[src/logic/gpfgh_defs.svh]
// constants for the port f/g/h pin block: addresses, reset values, codes, widths
// assumes a single AHB-Lite slave select decoded outside; full byte addresses compared
`ifndef GPFGH_DEFS_SVH
`define GPFGH_DEFS_SVH

`define GPFGH_F_PINS      8
`define GPFGH_G_PINS      16
`define GPFGH_H_PINS      11
`define GPFGH_LINES       24
`define GPFGH_G_LINE_BASE 8

`define GPFGH_F_CON_ADDR  32'h5600_0050
`define GPFGH_F_DAT_ADDR  32'h5600_0054
`define GPFGH_F_UP_ADDR   32'h5600_0058
`define GPFGH_F_RSV_ADDR  32'h5600_005C
`define GPFGH_G_CON_ADDR  32'h5600_0060
`define GPFGH_G_DAT_ADDR  32'h5600_0064
`define GPFGH_G_UP_ADDR   32'h5600_0068
`define GPFGH_H_CON_ADDR  32'h5600_0070
`define GPFGH_H_DAT_ADDR  32'h5600_0074
`define GPFGH_H_UP_ADDR   32'h5600_0078
`define GPFGH_STAT_ADDR   32'h5600_00A0
`define GPFGH_MASK_ADDR   32'h5600_00A4

`define GPFGH_CON_RST     32'h0000_0000
`define GPFGH_DAT_RST     16'h0000
`define GPFGH_F_UP_RST    8'h00
`define GPFGH_G_UP_RST    16'hf800
`define GPFGH_H_UP_RST    11'h000

`define GPFGH_G_FN3_MASK  16'hf8fc
`define GPFGH_H_FN3_MASK  11'h0c0

`endif

[src/logic/gpfgh_pkg.sv]
// types shared by the port f/g/h pin block
// assumes gpfgh_defs.svh is on the include path
`default_nettype none
`include "gpfgh_defs.svh"
package gpfgh_pkg;

	typedef enum logic [1:0]
	{
		GPFGH_MODE_IN  = 2'h0,
		GPFGH_MODE_OUT = 2'h1,
		GPFGH_MODE_FN2 = 2'h2,
		GPFGH_MODE_FN3 = 2'h3
	} gpfgh_mode_t;

	typedef struct packed
	{
		logic [2*`GPFGH_F_PINS-1:0] pf_con;
		logic [`GPFGH_F_PINS-1:0]   pf_dat;
		logic [`GPFGH_F_PINS-1:0]   pf_up;
		logic [2*`GPFGH_G_PINS-1:0] pg_con;
		logic [`GPFGH_G_PINS-1:0]   pg_dat;
		logic [`GPFGH_G_PINS-1:0]   pg_up;
		logic [2*`GPFGH_H_PINS-1:0] ph_con;
		logic [`GPFGH_H_PINS-1:0]   ph_dat;
		logic [`GPFGH_H_PINS-1:0]   ph_up;
		logic [`GPFGH_F_PINS-1:0]   pf_pin;
		logic [`GPFGH_G_PINS-1:0]   pg_pin;
		logic [`GPFGH_H_PINS-1:0]   ph_pin;
		logic [`GPFGH_LINES-1:0]    line;
		logic [`GPFGH_LINES-1:0]    stat;
		logic [`GPFGH_LINES-1:0]    mask;
		logic                       wr_pend;
		logic [31:0]                addr;
		logic [31:0]                rdata;
	} gpfgh_state_t;

	function automatic gpfgh_mode_t gpfgh_field(input logic [31:0] con, input int i);
		gpfgh_field = gpfgh_mode_t'(con[2*i +: 2]);
	endfunction : gpfgh_field

endpackage : gpfgh_pkg
`default_nettype wire

[src/logic/gpfgh_pin_cell.sv]
// pin steering for one port: mode field per pin picks driver and irq routing; pull-up from its own bit
// assumes registered configuration and data from the owning top
`default_nettype none
module gpfgh_pin_cell
	import gpfgh_pkg::*;
#(
	parameter int           N           = 8,
	parameter bit           FN2_IS_IRQ  = 1'b1,
	parameter logic [N-1:0] FN3_MASK    = '0
)
(
	input  wire logic [2*N-1:0] con,
	input  wire logic [N-1:0]   dat,
	input  wire logic [N-1:0]   up_off,
	input  wire logic [N-1:0]   fn2_out,
	input  wire logic [N-1:0]   fn2_oe,
	input  wire logic [N-1:0]   fn3_out,
	input  wire logic [N-1:0]   fn3_oe,
	output logic      [N-1:0]   pin_out,
	output logic      [N-1:0]   pin_oe,
	output logic      [N-1:0]   pullup_en,
	output logic      [N-1:0]   irq_sel
);

	always_comb
	begin
		pin_out   = '0;
		pin_oe    = '0;
		irq_sel   = '0;
		pullup_en = ~up_off;
		for (int i = 0; i < N; i++)
		begin
			unique case (gpfgh_field(32'(con), i))
				GPFGH_MODE_IN:
				begin
					pin_oe[i] = 1'b0;
				end
				GPFGH_MODE_OUT:
				begin
					pin_out[i] = dat[i];
					pin_oe[i]  = 1'b1;
				end
				GPFGH_MODE_FN2:
				begin
					if (FN2_IS_IRQ)
						irq_sel[i] = 1'b1;
					else
					begin
						pin_out[i] = fn2_out[i];
						pin_oe[i]  = fn2_oe[i];
					end
				end
				GPFGH_MODE_FN3:
				begin
					// reserved codes fall back to a plain input, driver off
					if (FN3_MASK[i])
					begin
						pin_out[i] = fn3_out[i];
						pin_oe[i]  = fn3_oe[i];
					end
				end
			endcase
		end
	end

endmodule : gpfgh_pin_cell
`default_nettype wire

[src/logic/gpfgh_top.sv]
// port f/g/h general purpose pin block with AHB-Lite register slave and edge interrupts
// assumes pin inputs synchronous to REF_CLK and zero-wait single word transfers
//
// Operation
// - eight-pin port pins used for wake-up must be in external interrupt mode.
// - eight-pin config: 2-bit field per pin; 00 in, 01 out, 10 irq, 11 reserved.
// - sixteen-pin config resets 0; 10 irq lines 8-23; 11 per-pin peripheral; the code drives it on pins 2-7 and 11-15 only, the rest stay off.
// - data read returns sampled pin level for input pins.
// - output pins drive the data register bit, updated on write.
// - data read of peripheral or interrupt pins is unspecified.
// - pull-up bit 0 keeps pull-up, 1 disconnects it.
// - eight-pin pull-up register resets to 0.
// - sixteen-pin pull-up register resets to f800, pins 11-15 off.
// - registers decode at fixed addresses; the fourth word of each port reserved.
// - data registers have no defined reset value.
// - third port config, data, pull-up at fixed addresses; config and pull-up reset 0.
// - third port eleven pins; 10 serial functions, 11 flow control on 6 and 7.
`default_nettype none
`include "gpfgh_defs.svh"
module gpfgh_top
	import gpfgh_pkg::*;
(
	input  wire logic                     REF_CLK,
	input  wire logic                     RST,
	input  wire logic                     HSEL,
	input  wire logic [31:0]              HADDR,
	input  wire logic [1:0]               HTRANS,
	input  wire logic                     HWRITE,
	input  wire logic [2:0]               HSIZE,
	input  wire logic [31:0]              HWDATA,
	input  wire logic                     HREADY,
	output logic                          HREADYOUT,
	output logic                          HRESP,
	output logic      [31:0]              HRDATA,
	input  wire logic [`GPFGH_F_PINS-1:0] PF_IN,
	output logic      [`GPFGH_F_PINS-1:0] PF_OUT,
	output logic      [`GPFGH_F_PINS-1:0] PF_OE,
	output logic      [`GPFGH_F_PINS-1:0] PF_PULLUP_EN,
	input  wire logic [`GPFGH_G_PINS-1:0] PG_IN,
	output logic      [`GPFGH_G_PINS-1:0] PG_OUT,
	output logic      [`GPFGH_G_PINS-1:0] PG_OE,
	output logic      [`GPFGH_G_PINS-1:0] PG_PULLUP_EN,
	input  wire logic [`GPFGH_G_PINS-1:0] PG_FN3_OUT,
	input  wire logic [`GPFGH_G_PINS-1:0] PG_FN3_OE,
	input  wire logic [`GPFGH_H_PINS-1:0] PH_IN,
	output logic      [`GPFGH_H_PINS-1:0] PH_OUT,
	output logic      [`GPFGH_H_PINS-1:0] PH_OE,
	output logic      [`GPFGH_H_PINS-1:0] PH_PULLUP_EN,
	input  wire logic [`GPFGH_H_PINS-1:0] PH_FN2_OUT,
	input  wire logic [`GPFGH_H_PINS-1:0] PH_FN2_OE,
	input  wire logic [`GPFGH_H_PINS-1:0] PH_FN3_OUT,
	input  wire logic [`GPFGH_H_PINS-1:0] PH_FN3_OE,
	output logic      [`GPFGH_LINES-1:0]  EXT_IRQ_LINE,
	output logic                          IRQ
);

	localparam int FP = `GPFGH_F_PINS;
	localparam int GP = `GPFGH_G_PINS;
	localparam int HP = `GPFGH_H_PINS;

	gpfgh_state_t          s_r;
	gpfgh_state_t          s_nxt;
	logic [FP-1:0]         f_irq_sel;
	logic [GP-1:0]         g_irq_sel;
	logic [`GPFGH_LINES-1:0] line_now;
	logic                  addr_ok;

	// readback: output pins show the data bit, all others the sampled pin
	function automatic logic [15:0] port_rb(input logic [31:0] con,
		input logic [15:0] dat, input logic [15:0] pin);
		port_rb = '0;
		for (int i = 0; i < 16; i++)
			port_rb[i] = (gpfgh_field(con, i) == GPFGH_MODE_OUT) ? dat[i] : pin[i];
	endfunction : port_rb

	gpfgh_pin_cell #(
		.N          (FP),
		.FN2_IS_IRQ (1'b1),
		.FN3_MASK   ('0)
	) u_port_f (
		.con       (s_r.pf_con),
		.dat       (s_r.pf_dat),
		.up_off    (s_r.pf_up),
		.fn2_out   ('0),
		.fn2_oe    ('0),
		.fn3_out   ('0),
		.fn3_oe    ('0),
		.pin_out   (PF_OUT),
		.pin_oe    (PF_OE),
		.pullup_en (PF_PULLUP_EN),
		.irq_sel   (f_irq_sel)
	);

	gpfgh_pin_cell #(
		.N          (GP),
		.FN2_IS_IRQ (1'b1),
		.FN3_MASK   (`GPFGH_G_FN3_MASK)
	) u_port_g (
		.con       (s_r.pg_con),
		.dat       (s_r.pg_dat),
		.up_off    (s_r.pg_up),
		.fn2_out   ('0),
		.fn2_oe    ('0),
		.fn3_out   (PG_FN3_OUT),
		.fn3_oe    (PG_FN3_OE),
		.pin_out   (PG_OUT),
		.pin_oe    (PG_OE),
		.pullup_en (PG_PULLUP_EN),
		.irq_sel   (g_irq_sel)
	);

	gpfgh_pin_cell #(
		.N          (HP),
		.FN2_IS_IRQ (1'b0),
		.FN3_MASK   (`GPFGH_H_FN3_MASK)
	) u_port_h (
		.con       (s_r.ph_con),
		.dat       (s_r.ph_dat),
		.up_off    (s_r.ph_up),
		.fn2_out   (PH_FN2_OUT),
		.fn2_oe    (PH_FN2_OE),
		.fn3_out   (PH_FN3_OUT),
		.fn3_oe    (PH_FN3_OE),
		.pin_out   (PH_OUT),
		.pin_oe    (PH_OE),
		.pullup_en (PH_PULLUP_EN),
		.irq_sel   ()
	);

	// the interrupt lines only pass a pin that is steered to them
	assign line_now = {s_r.pg_pin & g_irq_sel, s_r.pf_pin & f_irq_sel};
	assign addr_ok  = HSEL && HTRANS[1] && HREADY;

	always_comb
	begin
		s_nxt = s_r;
		s_nxt.pf_pin = PF_IN;
		s_nxt.pg_pin = PG_IN;
		s_nxt.ph_pin = PH_IN;
		if (s_r.wr_pend)
		begin
			unique case (s_r.addr)
				`GPFGH_F_CON_ADDR: s_nxt.pf_con = HWDATA[2*FP-1:0];
				`GPFGH_F_DAT_ADDR: s_nxt.pf_dat = HWDATA[FP-1:0];
				`GPFGH_F_UP_ADDR:  s_nxt.pf_up  = HWDATA[FP-1:0];
				`GPFGH_G_CON_ADDR: s_nxt.pg_con = HWDATA[2*GP-1:0];
				`GPFGH_G_DAT_ADDR: s_nxt.pg_dat = HWDATA[GP-1:0];
				`GPFGH_G_UP_ADDR:  s_nxt.pg_up  = HWDATA[GP-1:0];
				`GPFGH_H_CON_ADDR: s_nxt.ph_con = HWDATA[2*HP-1:0];
				`GPFGH_H_DAT_ADDR: s_nxt.ph_dat = HWDATA[HP-1:0];
				`GPFGH_H_UP_ADDR:  s_nxt.ph_up  = HWDATA[HP-1:0];
				`GPFGH_STAT_ADDR:  s_nxt.stat   = s_r.stat & ~HWDATA[`GPFGH_LINES-1:0];
				`GPFGH_MASK_ADDR:  s_nxt.mask   = HWDATA[`GPFGH_LINES-1:0];
				default:           s_nxt.stat   = s_r.stat;
			endcase
		end
		// rising edge on a routed line; a new event beats a same-cycle clear
		s_nxt.line = line_now;
		s_nxt.stat = s_nxt.stat | (line_now & ~s_r.line);
		s_nxt.wr_pend = addr_ok && HWRITE;
		s_nxt.addr    = HADDR;
		// read data taken from the next state so a write just before is seen
		s_nxt.rdata = '0;
		if (addr_ok && !HWRITE)
		begin
			unique case (HADDR)
				`GPFGH_F_CON_ADDR: s_nxt.rdata = 32'(s_nxt.pf_con);
				`GPFGH_F_DAT_ADDR: s_nxt.rdata = 32'(port_rb(32'(s_nxt.pf_con),
					16'(s_nxt.pf_dat), 16'(s_nxt.pf_pin)) & 16'h00ff);
				`GPFGH_F_UP_ADDR:  s_nxt.rdata = 32'(s_nxt.pf_up);
				`GPFGH_G_CON_ADDR: s_nxt.rdata = s_nxt.pg_con;
				`GPFGH_G_DAT_ADDR: s_nxt.rdata = 32'(port_rb(s_nxt.pg_con,
					s_nxt.pg_dat, s_nxt.pg_pin));
				`GPFGH_G_UP_ADDR:  s_nxt.rdata = 32'(s_nxt.pg_up);
				`GPFGH_H_CON_ADDR: s_nxt.rdata = 32'(s_nxt.ph_con);
				`GPFGH_H_DAT_ADDR: s_nxt.rdata = 32'(port_rb(32'(s_nxt.ph_con),
					16'(s_nxt.ph_dat), 16'(s_nxt.ph_pin)) & 16'h07ff);
				`GPFGH_H_UP_ADDR:  s_nxt.rdata = 32'(s_nxt.ph_up);
				`GPFGH_STAT_ADDR:  s_nxt.rdata = 32'(s_nxt.stat);
				`GPFGH_MASK_ADDR:  s_nxt.rdata = 32'(s_nxt.mask);
				default:           s_nxt.rdata = '0;
			endcase
		end
	end

	always_ff @(posedge REF_CLK)
	begin
		if (RST)
		begin
			s_r        <= '0;
			s_r.pf_con <= 16'(`GPFGH_CON_RST);
			s_r.pg_con <= `GPFGH_CON_RST;
			s_r.ph_con <= 22'(`GPFGH_CON_RST);
			s_r.pf_up  <= `GPFGH_F_UP_RST;
			s_r.pg_up  <= `GPFGH_G_UP_RST;
			s_r.ph_up  <= `GPFGH_H_UP_RST;
			// data words carry no promised value; zero only keeps sims clean
			s_r.pf_dat <= 8'(`GPFGH_DAT_RST);
			s_r.pg_dat <= `GPFGH_DAT_RST;
			s_r.ph_dat <= 11'(`GPFGH_DAT_RST);
		end
		else
			s_r <= s_nxt;
	end

	// zero wait states: every transfer is answered in its first data cycle
	assign HREADYOUT    = 1'b1;
	assign HRESP        = 1'b0;
	assign HRDATA       = s_r.rdata;
	assign EXT_IRQ_LINE = s_r.line;
	assign IRQ          = |(s_r.stat & s_r.mask);
endmodule : gpfgh_top
`default_nettype wire

[config.mk]
export PLATFORM = sky130hd
export DESIGN_NAME = gpfgh_top
export DESIGN_NICKNAME = d
export VERILOG_FILES = /design/src/logic/gpfgh_pkg.sv /design/src/logic/gpfgh_pin_cell.sv /design/src/logic/gpfgh_top.sv
export VERILOG_INCLUDE_DIRS = /design/src /design/src/logic
export SDC_FILE = /design/constraint.sdc
export NUM_CORES = 1
export LEC_CHECK = 0
export ABC_AREA = 0
export BUFFER_PORTS_ARGS = -buffer_cell sky130_fd_sc_hd__buf_2
export CORE_ASPECT_RATIO = 1.2
export CORE_MARGIN = 5
export CORE_UTILIZATION = 40
export CTS_CLUSTER_SIZE = 10
export DETAILED_ROUTE_END_ITERATION = 7
export GPL_ROUTABILITY_DRIVEN = 0
export GPL_TIMING_DRIVEN = 0
export HOLD_SLACK_MARGIN = 0.02
export PLACE_DENSITY = 0.65
export SKIP_LAST_GASP = 1
export SYNTH_ARGS = -nofsm -noshare
export SYNTH_HDL_FRONTEND = slang
export SYNTH_SLANG_ARGS = --single-unit
[constraint.sdc]
create_clock -name REF_CLK -period 2.2 [get_ports REF_CLK]
set_input_delay 0.22 -clock REF_CLK [delete_from_list [all_inputs] [get_ports REF_CLK]]
set_output_delay 0.22 -clock REF_CLK [all_outputs]
set_load 0.02 [all_outputs]
==> results of run 1 <==
[tightest hold or removal path, cell delays in order]
cell	delay, ps
buf_2	100
mux2i_1	90
nor2_1	90
[repair_timing]
item,4_1_cts,5_1_grt
setup buffers,58,21
cloned,2,0
hold buffers,67,0
pin swaps,67,39
endpoints found under the setup margin,170,102
resized for setup,169,132
hold endpoints to repair,73,0
[final timing paths]
kind	cells after the start	slack, ps	end
setup / recovery	11	-460	HRDATA[6]
setup reg to reg	11	-460	HRDATA[6]
hold / removal	3	30	s_r[296]
hold reg to reg	2	470	EXT_IRQ_LINE[12]
[registers in the layout, indices dropped and copies added (netlist names)]
name          count
EXT_IRQ_LINE     24
HRDATA           32
s_r             245
[cell usage in the layout (no fill, tap or decap), types with 38 or more instances in the layout]
| master | n |
|---|---|
| nor2_1 | 259 |
| clkbuf_1 | 56 |
| o22ai_1 | 39 |
| nor2b_1 | 107 |
| clkbuf_16 | 38 |
| mux2i_4 | 49 |
| nand2_1 | 48 |
| dfxtp_1 | 296 |
| buf_2 | 314 |
| dlygate4sd3_1 | 67 |
| buf_4 | 102 |
| inv_1 | 74 |
| mux2i_1 | 113 |
[routing by layer]
layer	GRT usage [%]	part of all wire [%]	wire (um)	up-vias
li1	-	-	-	6322
met1	32.1	35	21000	6741
met2	48.6	48	28500	878
met3	6.77	9.7	5840	245
met4	17.5	7.7	4610	4
met5	0	0.035	21	-
[through the flow]
step	worst slack [ps]	setup TNS (ps)	power, mW	hold slack [ps]
final	-464	-14620	11.7	25.5
after global placement	-1030	-63770	6.18	445
after floorplan	-0.250	-0.250	5.88	348
after global routing	-544	-21860	12.0	48.4
after CTS	-401	-13240	11.7	25.6
after detailed placement	-1060	-65240	6.19	447
[report_power, final]
group / leakage (nW) / switching, mW / internal, mW
Clock: 0.495 / 2.29 / 3.19
Combinational: 5.48 / 0.421 / 0.289
Sequential: 2.44 / 0.0304 / 5.51
Total: 8.41 / 2.74 / 8.99
[layout make-up]
class	count	share of cell area (%)
Multi-Input combinational cell	1034	40.4
Timing Repair Buffer	451	15.2
Clock inverter	2	0.231
Antenna cell	1	0.0125
Sequential cell	301	30.1
Clock buffer	43	4.83
Inverter	74	1.38
Buffer	145	4.95
Tap cell	462	2.88
[kinds of logic after synthesis]
kind of cell / Yosys count / share of synthesized area, %
other: 2 / 0.0534
adders and majority gates: 18 / 1.60
DFF: 301 / 42.8
buffers and inverters: 222 / 8.04
muxes: 193 / 13.9
and+or+nand+nor: 603 / 23.1
AOI/OAI and AO/OA: 218 / 10.4
==> impl_results.md, run 1 <==
- CTS Buffer Depth: 3
- Largest net degree at the start of global routing: 11
- Router iterations before antenna repair: 6
- CTS sink cnt: 301
- Latest clock arrival within the worst-skew pair: between 500 and 600 ps
- Worst setup margin: -464 ps
- Seq cells post-synth: 301
- Clock Tree Root: clkbuf_16
- Fin. max-slew vios: 0
- Measured slew at the worst slew-check pin: 1010 ps
- # H-tree levels: 2
- Vias in the first global route: 14,100
- Top-count cell post-synth: dfxtp_1
- Syn. warnings: 0
- Routed len/inst: 23.8 um
- Required time of the critical path: 2540 ps
- Tot GR Track Use: 28.5%
- R2R Path Start: s_r[53]
- Static leakage: 8.41 nW
- Crit path launch: s_r[53]
- Critical path's slowest cell: and4bb_2
- WL final: 59,900 um
- # fillers: 3,033
- Antenna viol nets, final: 0
- Hold Startpoint: HWDATA[0]
- Core area: between 0.03 and 0.04 sq mm
- First-pass GRT wire length: about 85,000 um
- Initial antenna violation count: 3
- Yosys cell types: 56
- Syn Inst Count: 1,557
- EDFF count, synth: 0
- Die H: 215 um
- Yosys top cell area share: 42.8%
- Register Area: 0.00603 sq mm
- CTS Buf Count: 36
- Crit path launch type: flop
- Synth area leader: dfxtp_1
- Total placed cells including tap cells: 2,327
- Final Instance Area: between 0.02 and 0.025 sq mm
- Skew final: between 20 and 25 ps
- Synth Cell Area: around 0.014 sq mm
- Pwr per Cell Area: between 500 and 600 mW/mm^2
- Worst slew margin: 32.4%
- Register area share after synthesis: between 40% and 50%
- Synth Net Count: 1,760
- IO Pins: 349
- Critical path arrival: 3000 ps
- Failing checks: negative setup slack
- Main synth FF type: dfxtp_1
- Multi-input gate area: 0.00811 sq mm
- Critical path's largest stage delay: 350 ps
- Max-Cap Viols: 0
- Final min period: 2660 ps
- DR vias: 14,200
- # nets final: 2,246
- CP bufs+invs: 4
- Final Core Density: 57.6%
- Cell Count, Final, Fillers Out: 2,513
- RSZ-0062 raised after global routing: yes
- Post-Syn Area per Cell: 9.03 sq um
- Most common cell on crit path: buf_4
- Starting density of the core: 40.4%
- Final setup fails: 57
- I/O Buffers: 308
- CP Class: flop to flop
- Die area: just under 0.04 sq mm
- Drc violations: 0
- Layout cells sized above 1: 33.6%
- Fin. Hold Viols: 0
- CP delay by family, top: simple AND/OR/NAND/NOR gates
- Peak supply drop: 0.509 mV
- Die Width: ~180 um
- Vias/cell: 5.65
- DP Wirelength: 43,500 um
- Area after DPL: about 0.016 sq mm
- Row count: 75
- Top cells by area, synth: dfxtp_1 (43%), mux2i_1 (13%), nor2_1 (7.2%), nor2b_1 (4.8%), buf_4 (3.5%)
- Share of synthesized registers carrying an async set or reset: 0%
- Global route overflow: 0
- CP max FO: 7
- Reg clk slew, reported paths: 60 ps
- Final clock period utilization by the worst path: 121%
- Layout Area Growth over Synthesis: 42.7%
- Crit end category: flop
- Worst-path cell chain: and4bb_2 > buf_4 > nand4_1 > buf_4 > nor3_4 > buf_6 > buf_12 > mux2i_1 > nor2_1 > nor4_2 > a31oi_1
- DR iter-0 viols: 1,326
- TritonCTS clock tree: done
- HP Class: primary input to flop
- Outcome: complete, but fails checks
- Fmax: 375 MHz
- Synth cell count leaders: dfxtp_1 (301), nor2_1 (271), mux2i_1 (185), nor2b_1 (107), inv_1 (74)
Power figures use the tool's default switching activity.
==> inputs of run 2 (changes only) <==
--- a/config.mk
+++ b/config.mk
@@ -8,15 +8,16 @@
 export LEC_CHECK = 0
 export ABC_AREA = 0
 export BUFFER_PORTS_ARGS = -buffer_cell sky130_fd_sc_hd__buf_2
-export CORE_ASPECT_RATIO = 1.2
+export CELL_PAD_IN_SITES_DETAIL_PLACEMENT = 0
+export CELL_PAD_IN_SITES_GLOBAL_PLACEMENT = 2
 export CORE_MARGIN = 5
-export CORE_UTILIZATION = 40
+export CORE_UTILIZATION = 29
 export CTS_CLUSTER_SIZE = 10
 export DETAILED_ROUTE_END_ITERATION = 7
 export GPL_ROUTABILITY_DRIVEN = 0
 export GPL_TIMING_DRIVEN = 0
 export HOLD_SLACK_MARGIN = 0.02
-export PLACE_DENSITY = 0.65
+export PLACE_DENSITY_LB_ADDON = 0.1
 export SKIP_LAST_GASP = 1
 export SYNTH_ARGS = -nofsm -noshare
 export SYNTH_HDL_FRONTEND = slang
==> impl_results.md, run 2 (synthesis gave the netlist of run 1 again) <==
- Crit path launch type: flop
- # nets final: 2,288 (+1.9%)
- Die area: 0.0530 sq mm (+36%)
- Peak supply drop: 0.369 mV (-28%)
- CTS Buffer Depth: 3 (unchanged)
- Sequential share of power: 46.1% (-1.1 points)
- IO Pins: 349 (unchanged)
- Worst slew margin: 18.4% (-14 points)
- # H-tree levels: 2 (unchanged)
- RSZ-0062 raised after global routing: yes
- Crit end category: flop
- Area after DPL: 0.0164 sq mm (+1.2%)
- Static leakage: 8.76 nW (+4.1%)
- Clock Tree Root: clkbuf_16
- Crit path launch: s_r[44]
- HP Class: primary input to flop
- Most frequent cells in the layout: buf_2 (315), dfxtp_1 (295), nor2_1 (254)
- Drc violations: 0 (unchanged)
- Switching Share: 24.0% (+0.67 points)
- Pwr per Cell Area: 571 mW/mm^2 (-2.4%)
- Starting density of the core: 29.4% (-11 points)
- Multi-input gate area: 0.00826 sq mm (+1.8%)
- Reg clk slew, reported paths: 50 ps (about the same)
- Max-Cap Viols: 0 (unchanged)
- Routed len/inst: 25.9 um (+8.7%)
- Layout cells sized above 1: 36.6% (+3.0 points)
- Largest net degree at the start of global routing: 11 (unchanged)
- Global route overflow: 0 (unchanged)
- Total power: 12.0 mW (+2.4%)
- Worst Hold Depth: 3 (unchanged)
- DR vias: 13,800 (-2.5%)
- Skew final: 30.8 ps (+9.91 ps)
- Hold Startpoint: HWDATA[7]
- CP Class: flop to flop
- Tot GR Track Use: 25.1% (-3.4 points)
- Switch Pwr: 2.89 mW (+5.4%)
- DR iter-0 viols: 997 (-25%)
- Row count: 80 (+6.7%)
- Clock power frac: 47.7% (+1.0 points)
- First-pass GRT wire length: 96,500 um (+13%)
- DP Wirelength: 49,600 um (+14%)
- Final setup fails: 81 (+42%)
- Die H: 230 um (+6.9%)
- Cell Count, Final, Fillers Out: 2,715 (+8.0%)
- Worst setup margin: -552 ps (-87.3 ps)
- Core area: 0.0478 sq mm (+37%)
- Measured slew at the worst slew-check pin: 1220 ps (+209 ps)
- Critical path arrival: 3190 ps (+190 ps)
- # fillers: 4,831 (+59%)
- Vias/cell: 5.10 (-9.7%)
- Commonest non-fill, non-tap cell in the layout: buf_2
- Fin. Hold Viols: 0 (unchanged)
- R2R Path Start: s_r[44]
- I/O Buffers: 308 (unchanged)
- Initial antenna violation count: 2 (-1)
- Register Area: 0.00604 sq mm (about the same)
- Final clock period utilization by the worst path: 125% (+4.0 points)
- R2r worst-path depth: 9 (-2)
- Largest reg by FF count: s_r
- Vias in the first global route: 13,600 (-3.8%)
- Fin. max-slew vios: 0 (unchanged)
- Final min period: 2750 ps (+87.3 ps)
- CTS sink cnt: 301 (unchanged)
- Layout Area Growth over Synthesis: 49.7%
- TritonCTS clock tree: done
- Antenna viol nets, final: 0 (unchanged)
- Outcome: complete, but fails checks
- WL final: 70,300 um (+17%)
- Total placed cells including tap cells: 2,480 (+6.6%)
- CP max FO: 7 (unchanged)
- Internal power: 9.13 mW (+1.5%)
- Hold Slack: 56.9 ps (+31.4 ps)
- Fmax: 363 MHz (-3.2%)
- Die Width: 230 um (+27%)
- Failing checks: negative setup slack
- Router iterations before antenna repair: 5 (-1)
- Combinational Power Share: 6.2% (about the same)
- CTS Buf Count: 37 (+2.8%)
- Max reg flops: 245 (unchanged)
- Final Instance Area: 0.0211 sq mm (+4.9%)
- Latest clock arrival within the worst-skew pair: 570 ps (+40 ps)
- Required time of the critical path: 2640 ps (+100 ps)
==> run 2: cell type report <==
class	instances	share of cell area (%)
Antenna cell	1	0.0119
Buffer	142	5.12
Clock buffer	51	5.04
Clock inverter	2	0.0654
Inverter	74	1.32
Multi-Input combinational cell	1034	39.2
Sequential cell	301	28.7
Tap cell	615	3.66
Timing Repair Buffer	495	16.9
==> run 2: repair_timing <==
item	4_1_cts	5_1_grt
buffers inserted	76	51
gates resized for setup	167	232
endpoints found under the setup margin	216	124
endpoints found under the hold margin	92	0
hold buffers	78	0
gates cloned	2	2
pin swaps	46	58
==> run 2: critical path, cell delays in order, from the launching register on <==
cell      delay (ps)
dfxtp_2          320
nor4_4           320
buf_4            170
nand4_4           70
buf_12           170
nor2_2           600
a31oi_1          200
a221oi_2         310
a31oi_1          110
a41oi_2          340
==> run 2: metal layers <==
layer / vias to the layer above / track usage (%) / share of wire [%]
met5: - / 0 / 0.018
met4: 2 / 7.70 / 2.9
met3: 107 / 4.81 / 6.3
met2: 530 / 41.1 / 46
met1: 6809 / 33.7 / 44
li1: 6394 / - / -
==> run 2: power groups by stage <==
stage          Clock, mW  Combinational, mW  Sequential (mW)
4_1_cts             5.83              0.710             5.53
6_report            5.73              0.747             5.54
3_5_place_dp           0              0.581             5.65
3_3_place_gp           0              0.581             5.65
2_1_floorplan          0              0.235             5.65
5_1_grt             6.00              0.792             5.54
==> run 2: per-stage QoR <==
stage	util (%)	setup slack [ps]	setup TNS [ps]
CTS	40.9	-533	-15400
floorplan	-	-0.250	-0.250
global route	44.0	-621	-23220
detailed placement	34.2	-1690	-132130
finish	44.0	-552	-17260
global placement	34.2	-1710	-128050
==> run 2: final timing paths <==
check,end,slack [ps]
worst max-delay path,HRDATA[5],-550
worst min-delay path,s_r[72],60
worst max register to register,HRDATA[5],-550
worst min register to register,EXT_IRQ_LINE[4],450
==> inputs of run 3 (changes only) <==
==> constraint.sdc (replaced) <==
create_clock -name REF_CLK -period 2.2 [get_ports REF_CLK]
set_input_delay 0.33 -clock REF_CLK [delete_from_list [all_inputs] [get_ports REF_CLK]]
set_output_delay 0.33 -clock REF_CLK [all_outputs]
set_load 0.02 [all_outputs]
==> impl_results.md, run 3 (synthesis gave the netlist of run 1 again) <==
- Outcome: complete, but fails checks
- Failing checks: negative setup slack
- CTS Buf Count: 37 (unchanged)
- Worst Hold Depth: 2 (-1)
- Initial antenna violation count: 3 (+1)
- Crit end category: flop
- Global route overflow: 0 (unchanged)
- Router iterations before antenna repair: 5 (unchanged)
- DP Wirelength: 49,600 um (unchanged)
- HP Class: primary input to flop
- # H-tree levels: 2 (unchanged)
- CTS sink cnt: 301 (unchanged)
- CTS Buffer Depth: 3 (unchanged)
- Worst slew margin: 4.94% (-14 points)
- IO Pins: 349 (unchanged)
- Pwr per Cell Area: 579 mW/mm^2 (+1.4%)
- Antenna viol nets, final: 0 (unchanged)
- Critical path's slowest cell: nor2_2
- Area after DPL: 0.0164 sq mm (unchanged)
- Measured slew at the worst slew-check pin: 1430 ps (+203 ps)
- Die Width: 230 um (unchanged)
- Fmax: 367 MHz (+1.0%)
- Skew final: 30.7 ps (-0.0830 ps)
- First-pass GRT wire length: 96,000 um (-0.48%)
- R2r worst-path depth: 9 (unchanged)
- Static leakage: 8.59 nW (-1.9%)
- Final setup TNS: -16,950 ps (+317 ps)
- Latest clock arrival within the worst-skew pair: 560 ps (about the same)
- Required time of the critical path: 2640 ps (about the same)
- CP delay by family, top: simple AND/OR/NAND/NOR gates
- DR iter-0 viols: 1,144 (+15%)
- Most common cell on crit path: a31oi_1
- # nets final: 2,237 (-2.2%)
- Clock Tree Root: clkbuf_16
- Most frequent cells in the layout: buf_2 (314), dfxtp_1 (294), nor2_1 (258)
- Routed len/inst: 26.2 um (+1.3%)
- Final min period: 2720 ps (-28.3 ps)
- TritonCTS clock tree: done
- CP bufs+invs: 2 (unchanged)
- Vias/cell: 5.14 (+0.83%)
- Largest reg by FF count: s_r
- Crit path launch type: flop
- Vias in the first global route: 13,500 (-1.1%)
- CP max FO: 7 (unchanged)
- Worst setup margin: -523 ps (+28.3 ps)
- Hold Slack: 43.9 ps (-13.1 ps)
- Starting density of the core: 29.4% (unchanged)
- Final setup fails: 77 (-4.9%)
- Hold Startpoint: PG_IN[3]
- Drc violations: 0 (unchanged)
- Worst-path cell chain: nor4_4 > buf_4 > nand4_4 > buf_12 > nor2_2 > a31oi_1 > a221oi_2 > a31oi_1 > a41oi_2
- RSZ-0062 raised after global routing: yes
- CP Class: flop to flop
- Tot GR Track Use: 25.0% (-0.098 points)
- Peak supply drop: 0.368 mV (-0.22%)
- Max-Cap Viols: 0 (unchanged)
- DR vias: 13,700 (-1.0%)
- Layout cells sized above 1: 37.3% (+0.67 points)
- Register-to-register setup slack: -520 ps (+30 ps)
- Final Instance Area: 0.0207 sq mm (-1.9%)
- Die area: 0.0530 sq mm (unchanged)
- WL final: 69,900 um (-0.53%)
- Max reg flops: 245 (unchanged)
- Final clock period utilization by the worst path: 124% (-1.3 points)
- Fin. Hold Viols: 0 (unchanged)
- Reg clk slew, reported paths: 60 ps (about the same)
- Critical path's largest stage delay: 590 ps (about the same)
- Critical path arrival: 3160 ps (-30 ps)
- Layout Area Growth over Synthesis: 46.9%
- Largest net degree at the start of global routing: 11 (unchanged)
- Row count: 80 (unchanged)
- Fin. max-slew vios: 0 (unchanged)
- R2r endpoint: HRDATA[5]
- I/O Buffers: 308 (unchanged)
- Commonest non-fill, non-tap cell in the layout: buf_2
- Core area: 0.0478 sq mm (unchanged)
- Worst Hold Path EP: s_r[151]
- R2R Path Start: s_r[44]
- Die H: 230 um (unchanged)
==> run 3: final cells by class <==
cell class	count	area, sq um
Multi-Input combinational cell	1034	8340
Sequential cell	301	6040
Tap cell	615	769
Fill cell	4822	27200
Clock inverter	2	13.8
Clock buffer	51	1060
Buffer	142	1080
Inverter	74	278
Timing Repair Buffer	444	3070
Antenna cell	2	5.00
==> run 3: repair_timing <==
item	CTS	global route
pin swaps	57	41
setup buffers	76	31
gates cloned	3	2
setup endpoints to repair	216	134
endpoints found under the hold margin	37	0
gates resized for setup	187	222
hold buffers	37	0
==> run 3: metal layers <==
metal | part of all wire, % | up-vias | routed length (um) | global-route usage, %
met5 | 0.019 | - | 13 | 0
met4 | 3.0 | 2 | 2120 | 7.62
met3 | 7.1 | 103 | 4980 | 4.95
met2 | 46 | 560 | 32300 | 40.8
met1 | 44 | 6729 | 30500 | 33.6
li1 | - | 6306 | - | -
==> run 3: where the power goes <==
group          switching, mW  internal, mW  total (mW)  leakage [nW]
Combinational          0.441         0.257       0.698          5.62
Clock                   2.40          3.32        5.72         0.527
Sequential            0.0299          5.51        5.54          2.44
==> run 3: worst max path at each step <==
stage                     startpoint         end  slack [ps]  cells after the start
after floorplan              s_r[39]  HRDATA[14]        -0.2                      9
after global placement      HADDR[9]   HRDATA[5]       -1820                      8
after detailed placement    HADDR[9]   HRDATA[5]       -1800                      8
after CTS                    s_r[49]   HRDATA[5]        -520                      9
after global routing         s_r[44]   HRDATA[5]        -590                     11
final                        s_r[44]   HRDATA[5]        -520                      9
==> run 3: per-stage QoR <==
stage / worst slack [ps] / util, % / std cells / total power, mW
2_1_floorplan: -0.250 / - / 1557 / 5.88
3_5_place_dp: -1800 / 34.2 / 2480 / 6.23
5_1_grt: -585 / 43.2 / 2665 / 12.3
3_3_place_gp: -1820 / 34.2 / 2480 / 6.23
6_report: -523 / 43.2 / 2665 / 12.0
4_1_cts: -524 / 40.3 / 2637 / 12.0
